## config.mk

```make
export PLATFORM = sky130hd
export DESIGN_NAME = i2c_stophold_busdetect
export DESIGN_NICKNAME = d
export VERILOG_FILES = /design/src/hw/stophold_pkg.sv /design/src/hw/i2c_stophold_busdetect.sv
export SDC_FILE = /design/constraint.sdc
export NUM_CORES = 1
export LEC_CHECK = 0
export BUFFER_PORTS_ARGS = -buffer_cell sky130_fd_sc_hd__buf_2
export CELL_PAD_IN_SITES_DETAIL_PLACEMENT = 0
export CELL_PAD_IN_SITES_GLOBAL_PLACEMENT = 1
export CORE_ASPECT_RATIO = 0.8
export CORE_MARGIN = 8
export CORE_UTILIZATION = 25
export CTS_CLUSTER_DIAMETER = 50
export DETAILED_ROUTE_END_ITERATION = 8
export MAX_ROUTING_LAYER = met4
export PLACE_DENSITY_LB_ADDON = 0.25
export SYNTH_ARGS = -nofsm -noshare
export SYNTH_HDL_FRONTEND = slang
export SYNTH_SLANG_ARGS = --single-unit
```

## constraint.sdc

```tcl
create_clock -name mclk -period 1.5 [get_ports mclk]
set_input_delay 0.3 -clock mclk [delete_from_list [all_inputs] [get_ports mclk]]
set_output_delay 0.3 -clock mclk [all_outputs]
set_load 0.02 [all_outputs]
```

## src/hw/stophold_pkg.sv

```systemverilog
/*
  Constants and types for the stop-holdoff and bus-condition block.
  Assumes a 200 MHz mclk and an APB master with 32-bit data.
*/
package stophold_pkg;

  // ==========================================================
  // bus widths
  localparam int ADDR_W = 16;
  localparam int DATA_W = 32;

  // ==========================================================
  // register indices; byte address is four times the index
  localparam logic [ADDR_W-1:0] SCS_INDEX = 16'h18B6;
  localparam logic [ADDR_W-1:0] CTRL_INDEX = 16'h18C0;
  localparam logic [ADDR_W-1:0] IRQ_STAT_INDEX = 16'h18C1;
  localparam logic [ADDR_W-1:0] IRQ_MASK_INDEX = 16'h18C2;
  localparam logic [ADDR_W-1:0] SCS_ADDR = 16'h62D8;
  localparam logic [ADDR_W-1:0] CTRL_ADDR = 16'h6300;
  localparam logic [ADDR_W-1:0] IRQ_STAT_ADDR = 16'h6304;
  localparam logic [ADDR_W-1:0] IRQ_MASK_ADDR = 16'h6308;

  // ==========================================================
  // field positions
  localparam int HOLD_EN_BIT = 7;
  localparam int STOP_FLAG_BIT = 6;
  localparam int COND_IE_BIT = 5;
  localparam int START_FLAG_BIT = 4;
  localparam int MOD_IE_BIT = 0;
  localparam int MOD_EN_BIT = 1;
  localparam int ACK_BIT = 2;
  localparam int WAIT_BIT = 3;
  localparam int IRQ_FLAG_BIT = 0;
  localparam int IRQ_ACK_BIT = 1;

  // ==========================================================
  // reset values
  localparam logic [7:0] SCS_RESET = 8'h00;
  localparam logic [1:0] CTRL_RESET = 2'h0;
  localparam logic [1:0] IRQ_RESET = 2'h0;

  // the stop-control/status register as carried in the design
  typedef struct packed {
    logic hold_en;
    logic stop_flag;
    logic cond_ie;
    logic start_flag;
    logic [3:0] rsvd;
  } scs_type;

  // apb request as one bundle
  typedef struct packed {
    logic psel;
    logic penable;
    logic pwrite;
    logic [ADDR_W-1:0] paddr;
    logic [DATA_W-1:0] pwdata;
    logic [3:0] pstrb;
  } apb_req_type;

endpackage

```

## src/hw/i2c_stophold_busdetect.sv

```systemverilog
/*
  Stop-mode holdoff, START/STOP detection and interrupt flag logic of an
  I2C controller, with an APB register slave.
  Assumes the transfer engine runs on mclk and reports its state here;
  scl and sda come raw from the pins and are synchronised inside.
*/
// Function
// - busy holdoff: finish byte and ack first
// - holdoff with idle or disabled: ack at once
// - holdoff off: never delay stop entry
// - transfer-complete interrupt survives stop mode
// - stop flag bit 6, write one clears
// - stop flag only for matched slave
// - start flag bit 4, write one clears
// - bit 5 gates start/stop interrupt
// - irq flag reasserts while condition flag set
// - reserved bits read zero, ignore writes
module i2c_stophold_busdetect (
  input wire logic mclk,
  input wire logic srst,
  input wire stophold_pkg::apb_req_type apb_req,
  output logic [stophold_pkg::DATA_W-1:0] prdata,
  output logic pready,
  output logic pslverr,
  input wire logic scl_in,
  input wire logic sda_in,
  input wire logic transfer_active,
  input wire logic byte_done,
  input wire logic slave_matched,
  input wire logic master_active,
  input wire logic transfer_complete_flag,
  input wire logic stop_req,
  output logic stop_ack,
  output logic irq
);
  import stophold_pkg::*;

  // ==========================================================
  // pin synchronisers and condition detect
  logic scl_meta_reg, scl_sync_reg, scl_prev_reg;
  logic sda_meta_reg, sda_sync_reg, sda_prev_reg;
  logic start_det, stop_det;

  // two flops before use; the prev flops only see the second stage
  always_ff @(posedge mclk) begin
    if (srst) begin
      scl_meta_reg <= 1'b1;
      scl_sync_reg <= 1'b1;
      scl_prev_reg <= 1'b1;
      sda_meta_reg <= 1'b1;
      sda_sync_reg <= 1'b1;
      sda_prev_reg <= 1'b1;
    end else begin
      scl_meta_reg <= scl_in;
      scl_sync_reg <= scl_meta_reg;
      scl_prev_reg <= scl_sync_reg;
      sda_meta_reg <= sda_in;
      sda_sync_reg <= sda_meta_reg;
      sda_prev_reg <= sda_sync_reg;
    end
  end

  // sda moving while scl stays high marks a bus condition
  assign start_det = scl_sync_reg & scl_prev_reg & sda_prev_reg & ~sda_sync_reg;
  assign stop_det = scl_sync_reg & scl_prev_reg & ~sda_prev_reg & sda_sync_reg;

  // ==========================================================
  // apb decode
  logic wr_en, setup_rd;
  logic hit_scs, hit_ctrl, hit_stat, hit_mask, hit_any;
  logic [7:0] wbyte;

  assign hit_scs = apb_req.paddr == SCS_ADDR;
  assign hit_ctrl = apb_req.paddr == CTRL_ADDR;
  assign hit_stat = apb_req.paddr == IRQ_STAT_ADDR;
  assign hit_mask = apb_req.paddr == IRQ_MASK_ADDR;
  assign hit_any = hit_scs | hit_ctrl | hit_stat | hit_mask;
  // byte lane 0 only; other lanes hold nothing
  assign wr_en = apb_req.psel & apb_req.penable & apb_req.pwrite & apb_req.pstrb[0];
  assign setup_rd = apb_req.psel & ~apb_req.penable;
  assign wbyte = apb_req.pwdata[7:0];

  // zero wait states; read data was captured in the setup cycle
  assign pready = apb_req.psel & apb_req.penable;
  assign pslverr = pready & ~hit_any;

  // ==========================================================
  // holdoff state machine
  typedef enum logic [1:0] {RUN, WAIT_BYTE, ACKED} hold_state_type;
  hold_state_type state_reg, state_next;
  scs_type scs_reg, scs_next;
  logic [1:0] ctrl_reg, ctrl_next;
  logic mod_en, mod_ie;

  assign mod_ie = ctrl_reg[MOD_IE_BIT];
  assign mod_en = ctrl_reg[MOD_EN_BIT];

  // a busy bus with holdoff on and the module enabled defers the ack to the byte end
  always_comb begin
    state_next = state_reg;
    case (state_reg)
      RUN: begin
        if (stop_req) begin
          if (scs_reg.hold_en && transfer_active && mod_en) begin
            state_next = WAIT_BYTE;
          end else begin
            state_next = ACKED;
          end
        end
      end
      WAIT_BYTE: begin
        if (!stop_req) begin
          state_next = RUN;
        end else if (byte_done) begin
          state_next = ACKED;
        end
      end
      ACKED: begin
        if (!stop_req) begin
          state_next = RUN;
        end
      end
      default: state_next = RUN;
    endcase
  end

  always_ff @(posedge mclk) begin
    if (srst) begin
      state_reg <= RUN;
    end else begin
      state_reg <= state_next;
    end
  end

  // level ack, held for as long as the request stands
  assign stop_ack = state_reg == ACKED;

  // ==========================================================
  // stop-control/status and control registers
  always_comb begin
    scs_next = scs_reg;
    ctrl_next = ctrl_reg;
    // write one clears first so a same-cycle detect wins below
    if (wr_en && hit_scs) begin
      scs_next.hold_en = wbyte[HOLD_EN_BIT];
      scs_next.cond_ie = wbyte[COND_IE_BIT];
      if (wbyte[STOP_FLAG_BIT]) begin
        scs_next.stop_flag = 1'b0;
      end
      if (wbyte[START_FLAG_BIT]) begin
        scs_next.start_flag = 1'b0;
      end
    end
    if (stop_det && slave_matched && !master_active) begin
      scs_next.stop_flag = 1'b1;
    end
    if (start_det) begin
      scs_next.start_flag = 1'b1;
    end
    scs_next.rsvd = 4'h0;
    if (wr_en && hit_ctrl) begin
      ctrl_next = wbyte[1:0];
    end
  end

  always_ff @(posedge mclk) begin
    if (srst) begin
      scs_reg <= SCS_RESET;
      ctrl_reg <= CTRL_RESET;
    end else begin
      scs_reg <= scs_next;
      ctrl_reg <= ctrl_next;
    end
  end

  // ==========================================================
  // interrupt status and mask
  logic [1:0] irq_stat_reg, irq_stat_next;
  logic [1:0] irq_mask_reg, irq_mask_next;
  logic tcf_prev_reg, tcf_prev_next;
  logic ack_prev_reg, ack_prev_next;
  logic cond_set, tcf_set;

  // level set from the flags, so clearing the irq flag early does
  // not stick while a condition flag is still pending
  assign cond_set = scs_reg.cond_ie & (scs_reg.start_flag | scs_reg.stop_flag);
  // the sticky flag keeps a completion across stop mode
  assign tcf_set = mod_ie & transfer_complete_flag & ~tcf_prev_reg;

  always_comb begin
    irq_stat_next = irq_stat_reg;
    irq_mask_next = irq_mask_reg;
    tcf_prev_next = transfer_complete_flag;
    ack_prev_next = stop_ack;
    if (wr_en && hit_stat) begin
      irq_stat_next = irq_stat_reg & ~wbyte[1:0];
    end
    if (cond_set || tcf_set) begin
      irq_stat_next[IRQ_FLAG_BIT] = 1'b1;
    end
    if (stop_ack && !ack_prev_reg) begin
      irq_stat_next[IRQ_ACK_BIT] = 1'b1;
    end
    if (wr_en && hit_mask) begin
      irq_mask_next = wbyte[1:0];
    end
  end

  always_ff @(posedge mclk) begin
    if (srst) begin
      irq_stat_reg <= IRQ_RESET;
      irq_mask_reg <= IRQ_RESET;
      tcf_prev_reg <= 1'b0;
      ack_prev_reg <= 1'b0;
    end else begin
      irq_stat_reg <= irq_stat_next;
      irq_mask_reg <= irq_mask_next;
      tcf_prev_reg <= tcf_prev_next;
      ack_prev_reg <= ack_prev_next;
    end
  end

  assign irq = |(irq_stat_reg & irq_mask_reg);

  // ==========================================================
  // read data, captured during the setup cycle
  logic [DATA_W-1:0] prdata_reg, prdata_next;

  always_comb begin
    prdata_next = prdata_reg;
    if (setup_rd) begin
      prdata_next = '0;
      if (hit_scs) begin
        prdata_next[7:0] = {scs_reg[7:4], 4'h0};
      end else if (hit_ctrl) begin
        prdata_next[3:0] = {state_reg == WAIT_BYTE, stop_ack, ctrl_reg};
      end else if (hit_stat) begin
        prdata_next[1:0] = irq_stat_reg;
      end else if (hit_mask) begin
        prdata_next[1:0] = irq_mask_reg;
      end
    end
  end

  always_ff @(posedge mclk) begin
    if (srst) begin
      prdata_reg <= '0;
    end else begin
      prdata_reg <= prdata_next;
    end
  end

  assign prdata = prdata_reg;
endmodule

```

After elaboration in Yosys (flattened, before gate mapping)
Cells that the tools add are included.
{"block": "word_totals", "register_bits": 28, "input_bits": 65}
{"block": "op_classes", "n_eq_ne": 9, "reduce_logical": 23, "muxes": 20, "bitwise_logic": 25}
{"op": "16-bit by 15-bit equality test with 1-bit output (second input constant)", "n": 4}
{"op": "2-bit 2-to-1 mux", "n": 10}
{"op": "1-bit bitwise AND", "n": 13}
{"op": "2-bit nonzero test", "n": 6}
{"op": "1-bit logical AND", "n": 9}
{"op": "4-bit 2-to-1 mux", "n": 2}
{"op": "1-bit 2-to-1 mux", "n": 6}
{"op": "2-bit one-hot mux with 3 select lines", "n": 1}
{"op": "1-bit inverter", "n": 5}
{"op": "2-bit bitwise AND", "n": 2}
{"op": "2-bit != test (second input constant)", "n": 2}
{"op": "1-bit OR", "n": 4}
{"op": "2-bit AND reduction", "n": 2}
{"op": "3-bit 2-to-1 mux", "n": 1}
{"op": "3-bit != test (second input constant)", "n": 1}
{"op": "3-bit AND reduction", "n": 1}
{"op": "2-bit by 1-bit equality test with 1-bit output (second input constant)", "n": 1}
{"op": "2-bit equality test (second input constant)", "n": 1}
{"op": "1-bit zero test", "n": 2}
{"op": "2-bit zero test", "n": 1}
{"op": "2-bit inverter", "n": 1}
{"op": "2-bit OR reduction", "n": 1}
{"op": "1-bit logical OR", "n": 1}

Logic depth before layout (Yosys ltp)
{"block": "logic_depth", "ltp_word": 7, "depth_mapped": 5}

Least setup slack after synthesis
Ideal clock, no wire load.
{"block": "synth_path", "path_type": "input -> register", "startpoint": "in apb_req[47] (netlist bit)", "endpoint": "reg prdata_reg[0], in the netlist prdata[0]", "t_arrival_ns": 1.532, "required_ns": 1.416, "path_slack_ns": -0.116, "setup_ns": 0.084, "cell_stages": 4, "n_path_buf": 0, "path_cell_list": "nor4b_4 -> nand4_2 -> or4_4 -> o31ai_2"}
{"block": "synth_via", "elab_chain_len": 5}
{"item": "start: declaration", "line": "i2c_stophold_busdetect.sv:21", "text": "input wire stophold_pkg::apb_req_type apb_req,"}
{"item": "16-bit by 15-bit equality test with 1-bit output", "line": "i2c_stophold_busdetect.sv:76", "text": "assign hit_mask = apb_req.paddr == IRQ_MASK_ADDR;"}
{"item": "2-bit 2-to-1 mux", "line": "i2c_stophold_busdetect.sv:239", "text": "end else if (hit_mask) begin"}
{"item": "2-bit 2-to-1 mux", "line": "i2c_stophold_busdetect.sv:237", "text": "end else if (hit_stat) begin"}
{"item": "2-bit 2-to-1 mux", "line": "i2c_stophold_busdetect.sv:235", "text": "end else if (hit_ctrl) begin"}
{"item": "4-bit 2-to-1 mux (*)", "line": "i2c_stophold_busdetect.sv:233", "text": "if (hit_scs) begin"}
{"item": "end signal: assignment", "line": "i2c_stophold_busdetect.sv:249", "text": "prdata_reg <= prdata_next;"}
{"item": "end: declaration", "line": "i2c_stophold_busdetect.sv:227", "text": "logic [DATA_W-1:0] prdata_reg, prdata_next;"}
Every way passes the cells marked *; elsewhere a longest branch is shown, timed or not.
A chain may end at the register's enable or synchronous reset.

Worst setup path in the final report
{"block": "layout_path", "startpoint": "in apb_req[41] (netlist bit)", "endpoint": "out pslverr"}
{"block": "layout_via", "elab_chain_len": 6}
{"item": "16-bit by 15-bit equality test with 1-bit output (on tied branches)", "line": "i2c_stophold_busdetect.sv:73, i2c_stophold_busdetect.sv:74"}
{"item": "1-bit OR (2 in series)", "line": "i2c_stophold_busdetect.sv:77", "text": "assign hit_any = hit_scs | hit_ctrl | hit_stat | hit_mask;"}
{"item": "1-bit OR (*)", "line": "i2c_stophold_busdetect.sv:77"}
{"item": "1-bit inverter (*)", "line": "i2c_stophold_busdetect.sv:85", "text": "assign pslverr = pready & ~hit_any;"}
{"item": "1-bit bitwise AND (*)", "line": "i2c_stophold_busdetect.sv:85"}
{"item": "end: declaration", "line": "i2c_stophold_busdetect.sv:24", "text": "output logic pslverr,"}
Marks and branches as above.

==> impl_results.md <==
- Final ANT Viol Nets: 0
- GR Overflow Total: 0
- Post-synthesis cell type count: 33
- WP buf/inv: 3
- Status: complete, but fails checks
- Number of H-tree levels: 1
- I/O Pins: 101
- Failing checks: negative setup slack
- YS warnings: 0
- Die height: about 85 µm
- Num rows: 25
- Gr usage total: about a tenth
- Avg Cell Area, Syn: 8.55 µm²
- Clk_skew: 6.41 ps
- 1st-iter DRT viols: 41
- Final setup violation count: 1
- PD cells: 737 mW/mm²
- P_leak: 0.000856 µW
- RSZ-0062 raised after global routing: true
- Fin crit period: 1550 ps
- Largest register FFs: 8
- Mapped cell area: 0.00150 mm²
- Final instance area: between 0.0015 and 0.002 mm²
- Vias in the first global route: 1390
- Slowest stage delay, CP: 280 ps
- Synth Register Bits: 28
- Critical Path Source Type: input port
- Crit end category: output port
- Initial antenna violation count: 0
- Share of post-route cells with drive strength above 1: 38.2%
- Maximum buffer depth of the clock tree: 2
- Final worst slack: -45.5 ps
- Most frequent cells in the layout: buf_2, dfxtp_1, conb_1, buf_4, a21oi_1
- Layout area overhead: 33.3%
- Final Core Density: 34.1%
- Cts hold-fix bufs: 0
- Post-synth top area share: about 37%
- Most common cell after layout, fill and taps aside: buf_2
- Final net count: 307
- Total routed wirelength: 4290 µm
- Post-DP HPWL: between 3000 and 4000 µm
- Port Buf Inserts: 47
- Worst hold path type: input port to flip-flop
- Die X-Extent: 103 µm
- Total number of vias: 1339
- Fmax: 0.647 GHz
- Mapped Cells: 175
- Routed len/inst: between 10 and 15 µm
- Worst-path clk slew: approximately 90 ps
- Critical path class: input port to output port
- Placed insts: 311
- GP Congestion: 0.766
- Final critical-path share of the clock period: 103%
- CP max stage cell: nor4b_4
- Final cell count without fillers: 322
- Top post-synthesis cells by area: dfxtp_1, buf_4, a21oi_1
- Area leader, netlist: dfxtp_1
- CP dominant cell by count: buf_6
- Post-Place Worst Slack: -284 ps
- Largest net degree at the start of global routing: 27
- Vias/cell: about 4.2
- Clk sinks: 28
- Core area: 0.00585 mm²
- Final hold viol count: 0
- Crit-path leading delay family: buffers and inverters
- Seq/Total Area, Yosys: 37.5%
- Antenna cells: 0
- Worst vdd ir: 0.000285 V
- Critical Path RT: between 1000 and 1500 ps
- Num CTS Buffers: 3
- Max-cap violations: 0
- Die footprint: 0.00873 mm²
- Final Slew Violations: 0
- Clk Latency, worst-skew pair: 270 ps
- # DRC: 0
- CTS tree: yes
- CP arrival: 1250 ps
- Starting Density: 25.6%
- Placed inst area: 0.00183 mm²
- Pre-antenna DRT Iters: 4
- Root buf cell: clkbuf_8
- Max FO, Critical Path: 3
- First-pass GRT wire length: 6740 µm
- Cells along the critical path: buf_6 > nor4b_4 > buf_4 > nand3_2 > o21a_1 > buf_6
-- cells by family (layout without fill, tap and decap cells) --
group	after synthesis	count (layout)	share of synthesized area [%]
buffers and inverters	36	79	15.6
AO/OA/AOI/OAI	36	36	13.7
other	1	24	0.251
multiplexers	1	1	0.752
AND/OR/NAND/NOR	73	73	32.3
flip-flops	28	28	37.5
-- cell type report --
| type | instances | area [µm²] |
|---|---|---|
| tap | 81 | 101 |
| clock buffer | 4 | 55.1 |
| inverter | 5 | 18.8 |
| timing repair buffer | 70 | 449 |
| fill | 631 | 3850 |
| sequential | 28 | 561 |
| multi-input combinational | 134 | 810 |
-- report_power, final --
group | internal (µW) | switching [µW] | leakage (µW)
clock | 235 | 233 | 0.0000288
combinational | 94.4 | 143 | 0.000599
sequential | 757 | 7.12 | 0.000228
total | 1090 | 383 | 0.000856
-- worst paths after layout --
path / cells after the start / startpoint / endpoint / slack, ps
worst max-delay path: 6 / apb_req[41] / pslverr / -50
worst min-delay path: 2 / sda_in / sda_meta_reg / 210
worst max register to register: 2 / state_reg[0] / prdata[3] / 440
worst min register to register: 1 / scl_meta_reg / scl_sync_reg / 410
-- layer usage --
layer,vias to the layer above,wire [µm],global-route usage [%]
li1,699,-,-
met5,-,0,-
met1,609,2030,12.5
met4,0,21,1.60
met2,29,2060,16.5
met3,2,178,2.37
-- metrics by stage --
stage	power (µW)	hold slack, ps	TNS (ps)
after floorplan	947	389	-191
after global placement	998	392	-1670
after detailed placement	999	392	-1950
after CTS	1480	202	-29.7
after global routing	1550	192	-164
final	1470	205	-45.5
-- synth_stat cells (all sizes together) --
library cell	n
a211oi	1
nand3	8
o31ai	2
nand2b	5
conb	1
o21ai	11
inv	5
a31oi	1
clkbuf	6
dfxtp	28
nand4	14
and2	2
and4b	1
or4b	1
nor2b	7
a21oi	19
nor4b	4
nor2	5
nand3b	1
buf	25
a22o	1
and4	2
o21a	1
nand2	11
or4	1
mux2	1
and3	1
or2	5
nor3	5
-- what timing repair did --
item,in CTS,in global routing
gates resized for setup,9,5
setup buffers,6,1
endpoints found under the setup margin,1,4
pin swaps,5,5
hold endpoints to repair,0,0
-- worst reg2reg max path: stages, from the launching register on --
cell and delay, ps:
dfxtp_1 420, or4b_1 450, a21oi_1 140
No activity file was read; power rests on OpenSTA's default activity.
